### config.mk
export PLATFORM = sky130hd
export DESIGN_NAME = dac_update_control
export DESIGN_NICKNAME = d
export VERILOG_FILES = /design/src/include/dac_ctrl_pkg.sv /design/src/core/pin_sync.sv /design/src/core/dac_update_control.sv
export SDC_FILE = /design/constraint.sdc
export NUM_CORES = 1
export LEC_CHECK = 0
export BUFFER_PORTS_ARGS = -buffer_cell sky130_fd_sc_hd__buf_2
export CAP_MARGIN = 20
export CORE_MARGIN = 2
export CORE_UTILIZATION = 41
export CTS_CLUSTER_DIAMETER = 60
export DETAILED_ROUTE_END_ITERATION = 8
export PLACE_DENSITY = 0.7
export SKIP_LAST_GASP = 1
export SLEW_MARGIN = 20
export SYNTH_ARGS = -nofsm -noshare
export SYNTH_HDL_FRONTEND = slang
export SYNTH_HIERARCHICAL = 1
export SYNTH_SLANG_ARGS = --single-unit
### constraint.sdc
create_clock -name clk_in -period 4.07 [get_ports clk_in]
set_input_delay 0.2035 -clock clk_in [delete_from_list [all_inputs] [get_ports clk_in]]
set_output_delay 0.2035 -clock clk_in [all_outputs]
set_load 0.02 [all_outputs]
### src/include/dac_ctrl_pkg.sv
// Shared constants and carrier types for the converter control-pin logic
package dac_ctrl_pkg;

	// ***********************************************************************
	// Timing
	// ***********************************************************************
	localparam int CLK_FREQ_MHZ = 100;
	// Clear sequence: busy stays low this long
	localparam int CLR_BUSY_TIME_US = 35;
	localparam int CLR_BUSY_CYCLES = CLR_BUSY_TIME_US * CLK_FREQ_MHZ;
	// Reset sequence: same length after power-on and after a reset pin edge
	localparam int RESET_BUSY_TIME_US = 270;
	localparam int RESET_BUSY_CYCLES = RESET_BUSY_TIME_US * CLK_FREQ_MHZ;
	// Corrected-code calculation length, in clock cycles
	localparam int CALC_BUSY_CYCLES = 16;
	// Sequence timer width, wide enough for the reset count
	localparam int TIMER_W = 16;

	// ***********************************************************************
	// Pin bundle, all pins from outside the clock domain
	// ***********************************************************************
	typedef struct packed {
		logic load_n;
		logic clear_n;
		logic reset_n;
		logic power_down;
		logic fifo_en;
		logic if_serial;
		logic proto_i2c;
		logic sclk;
		logic sdata;
	} pin_bundle_t;

	localparam int PIN_W = $bits(pin_bundle_t);
	// Idle pin levels taken by the synchroniser under reset
	localparam pin_bundle_t PIN_RESET_VAL = '{load_n: 1'b1, clear_n: 1'b1,
		reset_n: 1'b1, power_down: 1'b0, fifo_en: 1'b0, if_serial: 1'b0,
		proto_i2c: 1'b0, sclk: 1'b1, sdata: 1'b1};

	// Sequencer states
	typedef enum logic [1:0] {ST_RESET, ST_IDLE, ST_CALC, ST_CLEAR} seq_state_t;

endpackage : dac_ctrl_pkg

### src/core/pin_sync.sv
// Two-flop synchroniser for a group of asynchronous pins
`timescale 1ns/1ns
`default_nettype none

module pin_sync #(
	parameter int WIDTH = 1,
	parameter logic [WIDTH-1:0] RESET_VAL = '0
) (
	input wire logic clk_in,
	input wire logic rst_n_in,
	input wire logic [WIDTH-1:0] async_in,
	output logic [WIDTH-1:0] sync_out
);

	// ***********************************************************************
	// One chain per bit; first stage feeds only the second
	// ***********************************************************************
	genvar i;
	generate
		for (i = 0; i < WIDTH; i++)
		begin : g_bit
			logic meta_q;
			logic stable_q;
			// Both stages reset to the idle pin level
			always_ff @(posedge clk_in or negedge rst_n_in)
			begin
				if (!rst_n_in)
				begin
					meta_q <= RESET_VAL[i];
					stable_q <= RESET_VAL[i];
				end
				else
				begin
					meta_q <= async_in[i];
					stable_q <= meta_q;
				end
			end
			assign sync_out[i] = stable_q;
		end
	endgenerate

endmodule : pin_sync

`default_nettype wire

### src/core/dac_update_control.sv
// Busy, load, clear, reset, power-down and interface-select pin logic
`timescale 1ns/1ns
`default_nettype none

module dac_update_control #(
	parameter int CALC_CYCLES = dac_ctrl_pkg::CALC_BUSY_CYCLES,
	parameter int RESET_CYCLES = dac_ctrl_pkg::RESET_BUSY_CYCLES
) (
	input wire logic clk_in,
	input wire logic rst_n_in,
	input wire logic load_strobe_n_in,
	input wire logic preset_output_trigger_n_in,
	input wire logic reset_pin_n_in,
	input wire logic power_down_input_in,
	input wire logic fifo_enable_in,
	input wire logic interface_type_select_in,
	input wire logic serial_protocol_select_in,
	input wire logic shared_clock_pin_in,
	input wire logic shared_data_pin_in,
	input wire logic calc_start_in,
	input wire logic reg_write_in,
	input wire logic pd_mode_hiz_in,
	input wire logic i2c_sda_low_in,
	output logic busy_n_out,
	output logic interface_enable_out,
	output logic reg_write_accept_out,
	output logic converter_update_out,
	output logic preset_load_out,
	output logic register_default_out,
	output logic fifo_enabled_out,
	output logic analog_low_power_out,
	output logic output_hiz_out,
	output logic output_pulldown_out,
	output logic serial_mode_out,
	output logic spi_select_out,
	output logic i2c_select_out,
	output logic spi_shift_out,
	output logic serial_data_out,
	output logic i2c_scl_out,
	output logic shared_data_pin_out,
	output logic shared_data_pin_oe_out
);

	localparam int TW = dac_ctrl_pkg::TIMER_W;

	// ***********************************************************************
	// Pin synchronisation and edge detection
	// ***********************************************************************
	dac_ctrl_pkg::pin_bundle_t pins_raw;
	dac_ctrl_pkg::pin_bundle_t pins_s;
	logic [dac_ctrl_pkg::PIN_W-1:0] pins_sync;
	logic load_prev_q, clear_prev_q, reset_prev_q, sclk_prev_q;
	logic load_fall, clear_fall, reset_fall, sclk_fall;

	// Group the pins for a single synchroniser
	assign pins_raw = '{load_n: load_strobe_n_in, clear_n: preset_output_trigger_n_in,
		reset_n: reset_pin_n_in, power_down: power_down_input_in,
		fifo_en: fifo_enable_in, if_serial: interface_type_select_in,
		proto_i2c: serial_protocol_select_in, sclk: shared_clock_pin_in,
		sdata: shared_data_pin_in};

	pin_sync #(.WIDTH(dac_ctrl_pkg::PIN_W), .RESET_VAL(dac_ctrl_pkg::PIN_RESET_VAL)) u_pin_sync (
		.clk_in(clk_in), .rst_n_in(rst_n_in), .async_in(pins_raw), .sync_out(pins_sync));
	assign pins_s = dac_ctrl_pkg::pin_bundle_t'(pins_sync);

	// Previous synchronised levels for edge finding
	always_ff @(posedge clk_in or negedge rst_n_in)
	begin
		if (!rst_n_in)
			{load_prev_q, clear_prev_q, reset_prev_q, sclk_prev_q} <= 4'hf;
		else
		begin
			load_prev_q <= pins_s.load_n;
			clear_prev_q <= pins_s.clear_n;
			reset_prev_q <= pins_s.reset_n;
			sclk_prev_q <= pins_s.sclk;
		end
	end

	// Only falling edges act; a held-low reset pin does nothing more
	assign load_fall = load_prev_q & ~pins_s.load_n;
	assign clear_fall = clear_prev_q & ~pins_s.clear_n;
	assign reset_fall = reset_prev_q & ~pins_s.reset_n;
	assign sclk_fall = sclk_prev_q & ~pins_s.sclk;

	// ***********************************************************************
	// Busy sequencer
	// ***********************************************************************
	dac_ctrl_pkg::seq_state_t state_q, state_d;
	logic [TW-1:0] timer_q, timer_d;
	logic pending_q, seq_done, update_now;
	assign seq_done = (timer_q == '0);

	// Next state; reset edge beats everything, clear beats a calculation
	always_comb
	begin
		state_d = state_q;
		timer_d = (timer_q == '0) ? timer_q : timer_q - 1'b1;
		if (reset_fall)
		begin
			state_d = dac_ctrl_pkg::ST_RESET;
			timer_d = TW'(RESET_CYCLES - 1);
		end
		else
		begin
			case (state_q)
				dac_ctrl_pkg::ST_RESET, dac_ctrl_pkg::ST_CLEAR:
					if (seq_done)
						state_d = dac_ctrl_pkg::ST_IDLE;
				dac_ctrl_pkg::ST_IDLE, dac_ctrl_pkg::ST_CALC:
				begin
					if (clear_fall)
					begin
						state_d = dac_ctrl_pkg::ST_CLEAR;
						timer_d = TW'(dac_ctrl_pkg::CLR_BUSY_CYCLES - 1);
					end
					else if (state_q == dac_ctrl_pkg::ST_IDLE && calc_start_in)
					begin
						state_d = dac_ctrl_pkg::ST_CALC;
						timer_d = TW'(CALC_CYCLES - 1);
					end
					else if (state_q == dac_ctrl_pkg::ST_CALC && seq_done)
						state_d = dac_ctrl_pkg::ST_IDLE;
				end
				default:
					state_d = dac_ctrl_pkg::ST_RESET;
			endcase
		end
	end

	// Power-on reset runs the full reset sequence after release
	always_ff @(posedge clk_in or negedge rst_n_in)
	begin
		if (!rst_n_in)
		begin
			state_q <= dac_ctrl_pkg::ST_RESET;
			timer_q <= TW'(RESET_CYCLES - 1);
		end
		else
		begin
			state_q <= state_d;
			timer_q <= timer_d;
		end
	end

	// Load pending: stored while busy for a calculation or clear, dropped in reset
	always_ff @(posedge clk_in or negedge rst_n_in)
	begin
		if (!rst_n_in)
			pending_q <= 1'b0;
		else if (reset_fall || state_q == dac_ctrl_pkg::ST_RESET)
			pending_q <= 1'b0;
		else if (state_d == dac_ctrl_pkg::ST_IDLE && state_q != dac_ctrl_pkg::ST_IDLE)
			pending_q <= 1'b0; // Served on the busy rise
		else if (load_fall && (state_q != dac_ctrl_pkg::ST_IDLE
			|| state_d != dac_ctrl_pkg::ST_IDLE))
			pending_q <= 1'b1;
	end

	// Immediate load in idle, or a stored or coinciding one as busy returns high after a calculation or clear
	assign update_now = !reset_fall && state_d == dac_ctrl_pkg::ST_IDLE
		&& ((state_q == dac_ctrl_pkg::ST_IDLE && load_fall)
		|| (state_q != dac_ctrl_pkg::ST_IDLE && state_q != dac_ctrl_pkg::ST_RESET
		&& (pending_q || load_fall)));

	// ***********************************************************************
	// Sequencer outputs, all registered; busy and interface enable from the next state
	// ***********************************************************************
	always_ff @(posedge clk_in or negedge rst_n_in)
	begin
		if (!rst_n_in)
		begin
			busy_n_out <= 1'b0;
			interface_enable_out <= 1'b0;
			reg_write_accept_out <= 1'b0;
			converter_update_out <= 1'b0;
			preset_load_out <= 1'b0;
			register_default_out <= 1'b0;
		end
		else
		begin
			busy_n_out <= (state_d == dac_ctrl_pkg::ST_IDLE);
			interface_enable_out <= (state_d != dac_ctrl_pkg::ST_RESET);
			// Writes still land while a calculation runs
			reg_write_accept_out <= reg_write_in && state_q != dac_ctrl_pkg::ST_RESET;
			converter_update_out <= update_now;
			preset_load_out <= (state_q != dac_ctrl_pkg::ST_CLEAR
				&& state_d == dac_ctrl_pkg::ST_CLEAR);
			register_default_out <= reset_fall;
		end
	end

	// ***********************************************************************
	// FIFO enable sampling, power-down and serial interface select
	// ***********************************************************************
	// Sampled as a reset or clear sequence ends, so the pin is settled by then
	always_ff @(posedge clk_in or negedge rst_n_in)
	begin
		if (!rst_n_in)
			fifo_enabled_out <= 1'b0;
		else if (state_q != dac_ctrl_pkg::ST_IDLE && state_q != dac_ctrl_pkg::ST_CALC
			&& state_d == dac_ctrl_pkg::ST_IDLE)
			fifo_enabled_out <= pins_s.fifo_en && !pins_s.if_serial;
		else if (pins_s.if_serial)
			fifo_enabled_out <= 1'b0;
	end

	// Power-down never gates the serial path
	always_ff @(posedge clk_in or negedge rst_n_in)
	begin
		if (!rst_n_in)
			{analog_low_power_out, output_hiz_out, output_pulldown_out} <= 3'h0;
		else
		begin
			analog_low_power_out <= pins_s.power_down;
			output_hiz_out <= pins_s.power_down && pd_mode_hiz_in;
			output_pulldown_out <= pins_s.power_down && !pd_mode_hiz_in;
		end
	end

	// Serial pins; shifting needs clock below a third of clk_in
	always_ff @(posedge clk_in or negedge rst_n_in)
	begin
		if (!rst_n_in)
		begin
			serial_mode_out <= 1'b0;
			spi_select_out <= 1'b0;
			i2c_select_out <= 1'b0;
			spi_shift_out <= 1'b0;
			serial_data_out <= 1'b1;
			i2c_scl_out <= 1'b1;
			shared_data_pin_out <= 1'b0;
			shared_data_pin_oe_out <= 1'b0;
		end
		else
		begin
			serial_mode_out <= pins_s.if_serial;
			spi_select_out <= pins_s.if_serial && !pins_s.proto_i2c;
			i2c_select_out <= pins_s.if_serial && pins_s.proto_i2c;
			spi_shift_out <= pins_s.if_serial && !pins_s.proto_i2c && sclk_fall
				&& state_q != dac_ctrl_pkg::ST_RESET;
			serial_data_out <= pins_s.sdata;
			i2c_scl_out <= pins_s.sclk;
			shared_data_pin_out <= 1'b0; // Open drain only pulls low
			shared_data_pin_oe_out <= pins_s.if_serial && pins_s.proto_i2c
				&& i2c_sda_low_in && state_q != dac_ctrl_pkg::ST_RESET;
		end
	end

	// ***********************************************************************
	// Checks
	// ***********************************************************************
	int seq_cnt_q;
	// Counts cycles spent in the current clear or reset sequence
	always_ff @(posedge clk_in or negedge rst_n_in)
	begin
		if (!rst_n_in)
			seq_cnt_q <= 0;
		else if (state_d != state_q || reset_fall)
			seq_cnt_q <= 0;
		else
			seq_cnt_q <= seq_cnt_q + 1;
	end
endmodule : dac_update_control

`default_nettype wire

==> results of run 1 <==
## state kept, by name (all words and copies together), names as in the netlist, 2 cells and up
| register | flops |
|---|---|
| timer_q | 16 |
| u_pin_sync/g_bit.meta_q | 9 |
| u_pin_sync/g_bit.stable_q | 9 |
| state_q | 2 |
## cells in the final DEF, fill, tap and decap left out, drive strengths merged, types with 2 or more instances in the layout
cell type    netlist  routed
a211oi             3       3
a21oi              5       5
a31oi              2       2
and2               3       3
and3               2       2
and4b              2       2
buf               10      32
clkbuf             1      13
clkinv             1       2
clkinvlp           0       2
dfrtp             32      32
dfstp             25      25
dlygate4sd3        0      10
ha                 5       5
inv               11      11
mux2i              2       2
nand2             10      10
nand2b             2       2
nand3              5       5
nand4              6       6
nand4b             2       2
nor2              20      20
nor2b              4       4
nor3               6       6
nor3b              2       2
nor4               5       5
o21a               3       3
o21ai             15      15
or4                3       3
xnor2              2       2
xor2               4       4
## routing by layer
metal,up-vias,share of wire (%)
li1,797,-
met1,777,46
met2,46,47
met3,8,5.5
met4,0,1.8
met5,-,0
## layout make-up
cell class | count | area (um^2) | share of cell area [%]
clock buffers | 13 | 168.9 | 5.895
well taps | 72 | 90.09 | 3.144
flip-flops and latches | 57 | 1458 | 50.87
inverters | 12 | 45.04 | 1.572
clock inverters | 3 | 23.77 | 0.8297
repair buffers | 42 | 262.8 | 9.170
multi-input cells | 125 | 817.0 | 28.52
## what timing repair did
item / 4_1_cts / 5_1_grt
endpoints found under the hold margin: 20 / 0
hold buffers: 10 / 0
setup endpoints to repair: 0 / 0
## synthesized netlist by cell type (2+ instances only)
cell type  count  area [um^2]
a211oi_1       2        15.01
a21oi_1        5        25.02
a31oi_1        2        12.51
and2_1         3        18.77
and3_1         2        12.51
and4b_1        2        20.02
buf_4         10        75.07
dfrtp_1       32        800.8
dfstp_2       25        656.9
ha_1           5        62.56
inv_1         11        41.29
mux2i_1        2        20.02
nand2_1       10        37.54
nand2b_1       2        12.51
nand3_1        5        25.02
nand4_1        5        31.28
nand4b_1       2        17.52
nor2_1        20        75.07
nor2b_1        4        25.02
nor3_1         5        25.02
nor3b_1        2        15.01
nor4_1         3        18.77
nor4_4         2        42.54
o21a_1         3        22.52
o21ai_0       13        65.06
o21ai_1        2        10.01
or4_4          2        22.52
xnor2_1        2        17.52
xor2_1         4        35.03
## stage by stage
| step | worst slack [ns] | power (uW) | hold slack [ns] | util, % |
|---|---|---|---|---|
| final | 1.776 | 1728 | 0.01982 | 51.40 |
| after global routing | 1.503 | 1845 | 0.01141 | 51.40 |
| after CTS | 1.783 | 1740 | 0.01409 | 51.40 |
| after detailed placement | 1.826 | 1238 | 0.1607 | 46.15 |
| after global placement | 1.878 | 1226 | 0.1613 | 46.15 |
| after floorplan | 2.102 | 1114 | -0.09209 | - |
## critical path, cell delays in order, from the launching register on
cell and delay, ns:
dfstp_2 0.39, inv_1 0.07, ha_1 0.20, nor3b_1 0.53, nand4_1 0.32, nor2_1 0.32, o21ai_0 0.13, a211oi_1 0.25
## power groups by stage
stage,Clock (uW),Sequential [uW],Combinational [uW]
4_1_cts,500,819,421
3_3_place_gp,0,823,403
5_1_grt,534,838,473
3_5_place_dp,0,826,412
2_1_floorplan,0,831,282
6_report,489,821,418
## worst paths after layout
check	cells past startpoint	endpoint	slack, ns
min in group asynchronous	2	u_pin_sync/g_bit[3].meta_q	0.34
setup reg to reg	7	preset_load_out	1.78
hold reg to reg	0	u_pin_sync/g_bit[5].stable_q	0.35
hold / removal	2	output_pulldown_out	0.02
setup / recovery	7	preset_load_out	1.78
max in group asynchronous	3	timer_q[11]	2.91
## logic make-up after synthesis
| family | Yosys count | share of synthesized area (%) |
|---|---|---|
| AND/OR/NAND/NOR | 76 | 19.20 |
| flip-flops | 57 | 60.77 |
| AO/OA/AOI/OAI | 35 | 9.077 |
| buffers and inverters | 23 | 5.164 |
| XOR/XNOR | 6 | 2.191 |
| adder cells (fa/ha/maj) | 5 | 2.608 |
| multiplexers | 2 | 0.8347 |
| other | 1 | 0.1563 |
==> results.toml, run 1 <==
[yosys]
yosysSeqAreaShare_pct = 60.77
synth_edf_count = 0
avgSynthCellArea_um2 = 11.70
postSynthCellCount = 205
synth_ff_type = "dfrtp_1"
synth_area_um2 = 2399
yosysUniqueCellTypes = 47
async_flop_share_pct = 100.0
ys_warn_count = 6
synth.net_count = 225
ys_ff_latch = 57

[drt]
dr_total_vias = 1628
viasPerCell = 5.025
drt-total-wl_um = 4362
wire_per_inst_um = 13.46
antenna_left = 0
drt-pass1-iter-count = 4
drtIter0Drc = 110
remaining_drc_errors = 0

[clocking]
tritoncts = "yes"
clk_pin_slew_ns = 0.07
cts.sinks = 57
post_cts_buffers = 0
clockBufferDepth = 2
root_buffer = "clkbuf_8"
insertion_delay_ns = 0.33
h-tree-depth = 3
ctsResizeCount = 0
numCtsBuffers = 9

[final_layout]
layout-drive-gt1-share_pct = 31.35
final_cells = 324
fillCellCount = 497
num_antenna_cells = 0
final_area_um2 = 2865
area_growth_pct = 19.46
finalNetCount = 267

[setup_path]
path_class = "flop to flop"
critPathLaunchType = "flop"
cp-end-kind = "flop"
arrival_ns = 2.53
critical_path.max_fanout = 6
required_ns = 4.31
crit_start = "timer_q[0]"
r2r_start = "timer_q[0]"

[grt]
globalRouteMet3Util_pct = 6.180
grt-ovfl-total = 0
busiest_layer = "met2"
track_usage_pct = 16.19
grt_pass1_vias = 1641
grt.met2_usage_pct = 24.17
grt_pass1_wl_um = 7700
grt_max_degree = 39
antenna_found_initial = 0
grt_util_met1_pct = 20.63

[sta]
drv_slew = 0
rsz0062_at_grt = "no"
finalHoldViolations = 0
period_minus_slack_ns = 2.294
fmax_mhz = 435.9
tightest_slew_ns = 0.6694
skew_ns = 0.008022
setup_viol = 0
fin_setup_tns_ns = 0
post-route-period-util_pct = 56.37
slew_headroom_pct = 54.96

[place]
place_area_um2 = 2572
dp_cells = 298
dp_hpwl_um = 3071
portBuffers = 31
gp_congestion = 0.9164

[floorplanning]
core.rowCount = 27
die-area_um2 = 6478
start_util_pct = 43.03
io_pins = 33
fp.dieH_um = 80.49
core-area_um2 = 5574
die_w_um = 80.49

[power]
ir_worst_vdd_mv = 0.4010
p_int_uw = 1150
swShare_pct = 33.46
leakagePower_uw = 0.001283
switchingPower_uw = 578.2
power_density_nw_per_um2 = 603.1
clockPowerShare_pct = 28.3
seq_power_share_pct = 47.5
combPwrFrac_pct = 24.2

[worst_hold_path]
hp-class = "input port to flop"
hp-start = "pd_mode_hiz_in"

[flow_run]
maxCapViolCount = 0

[outcome]
status = "completed"
(Power assumes the default switching activity.)
==> run 2: changes to the inputs <==
clock period = 2.2 ns   (was 4.07 ns; I/O delays follow)
==> results.toml, run 2 (same netlist as run 1, synthesis figures left out) <==
[drt]
viasPerCell = 5.024
drtIter0Drc = 127
drt-pass1-iter-count = 4
drt-total-wl_um = 4683
antenna_left = 0
remaining_drc_errors = 0
wire_per_inst_um = 14.02
dr_total_vias = 1678

[grt]
grt_max_degree = 58
antenna_found_initial = 0
grt-ovfl-total = 0
grt_pass1_vias = 1686
grt_pass1_wl_um = 8004
track_usage_pct = 16.89

[final_layout]
layout_commonest_cell = "dfrtp_1"
largest_reg_flops = 16
layout-drive-gt1-share_pct = 34.35
top_register = "timer_q"
area_growth_pct = 24.88
num_antenna_cells = 0
layout_common_cells = "dfrtp_1, buf_2, dfstp_2"
largestRegisters = "timer_q x16, u_pin_sync/g_bit.meta_q x9, u_pin_sync/g_bit.stable_q x9"
finalNetCount = 278

[sta]
finalHoldViolations = 0
period_minus_slack_ns = 2.020
fmax_mhz = 494.9
timing.final.ws_setup_ns = 0.1796
skew_ns = 0.006262
drv_slew = 0
fin_setup_tns_ns = 0
post-route-period-util_pct = 91.84
rsz0062_at_grt = "no"
setup_viol = 0

[setup_path]
critical_path.max_fanout = 7
arrival_ns = 2.25
path_class = "flop to flop"
cp-end-kind = "flop"
required_ns = 2.43
critPathLaunchType = "flop"

[power]
seq_power_share_pct = 43.7
leakagePower_uw = 0.001353
swShare_pct = 32.28
combPwrFrac_pct = 24.9
ir_worst_vdd_mv = 0.6352
p_int_uw = 2326
clockPowerShare_pct = 31.4
power_density_nw_per_um2 = 1147
switchingPower_uw = 1108

[clocking]
numCtsBuffers = 9
post_cts_buffers = 0
cts.sinks = 57
h-tree-depth = 3
tritoncts = "yes"
clockBufferDepth = 2
clk_pin_slew_ns = 0.07
root_buffer = "clkbuf_8"
insertion_delay_ns = 0.34

[flow_run]
maxCapViolCount = 0

[floorplanning]
core.rowCount = 27
start_util_pct = 43.03
die_w_um = 80.49
die-area_um2 = 6478
core-area_um2 = 5574
io_pins = 33
fp.dieH_um = 80.49

[place]
portBuffers = 31
gp_congestion = 0.8812
pre_cts_ws_ns = 0.1933
dp_hpwl_um = 3088

[worst_hold_path]
hp-class = "input port to flop"

[outcome]
status = "completed"
## run 2: worst paths after layout
kind	endpoint	start	slack [ns]	cells past startpoint
worst max-delay path	timer_q[3]	timer_q[0]	0.18	9
worst min-delay path	shared_data_pin_oe_out	i2c_sda_low_in	0.05	2
worst max register to register	timer_q[3]	timer_q[0]	0.18	9
worst min register to register	u_pin_sync/g_bit[2].stable_q	u_pin_sync/g_bit[2].meta_q	0.35	0
max in group asynchronous	u_pin_sync/g_bit[6].stable_q	rst_n_in	1.59	3
min in group asynchronous	u_pin_sync/g_bit[3].meta_q	rst_n_in	0.31	3
## run 2: final cells by class
type                    count  area (um^2)
clock inverters             5        80.08
clock buffers              10        137.6
flip-flops and latches     57         1458
well taps                  72        90.09
repair buffers             53        362.8
fillers                   478         2579
inverters                  12        45.04
multi-input cells         125        822.0
## run 2: per-layer routing
metal  global-route usage [%]  up-vias  share of wire (%)  wire length [um]
li1                         -      811                  -                 -
met5                        0        -                  0                 0
met3                    5.843        4                4.5               210
met4                    7.797        0               0.98                46
met1                    21.92      825                 46              2151
met2                    25.33       38                 49              2274
## run 2: power by group through the flow
stage / logic [uW] / clock network (uW) / registers, uW
global placement: 807 / 0 / 1500
finish: 854 / 1080 / 1500
CTS: 848 / 1110 / 1500
floorplan: 522 / 0 / 1540
global route: 959 / 1160 / 1530
detailed placement: 822 / 0 / 1510
## run 2: worst max-delay path, stage by stage, from the launching register on
cell and delay, ns:
dfstp_2 0.57, inv_1 0.07, ha_1 0.24, nor3b_1 0.15, buf_4 0.16, nand4_2 0.18, buf_4 0.18, nand3_1 0.08
xnor2_1 0.13, o21a_1 0.17
## run 2: timing repair
action                                  CTS  global route
endpoints found under the hold margin    44             0
endpoints found under the setup margin    0             2
hold buffers                             12             0
gates resized for setup                   0             2
## run 2: stage by stage
| stage | hold WS, ns | area, um^2 | util (%) | total power, uW | instances |
|---|---|---|---|---|---|
| after floorplan | -0.1856 | 2399 | - | 2060 | 205 |
| after global placement | 0.1285 | 2653 | 47.59 | 2311 | 307 |
| after detailed placement | 0.1309 | 2653 | 47.59 | 2333 | 307 |
| after CTS | 0.04086 | 2990 | 53.65 | 3449 | 334 |
| after global routing | 0.05731 | 2995 | 53.74 | 3650 | 334 |
| final | 0.05316 | 2995 | 53.74 | 3434 | 334 |
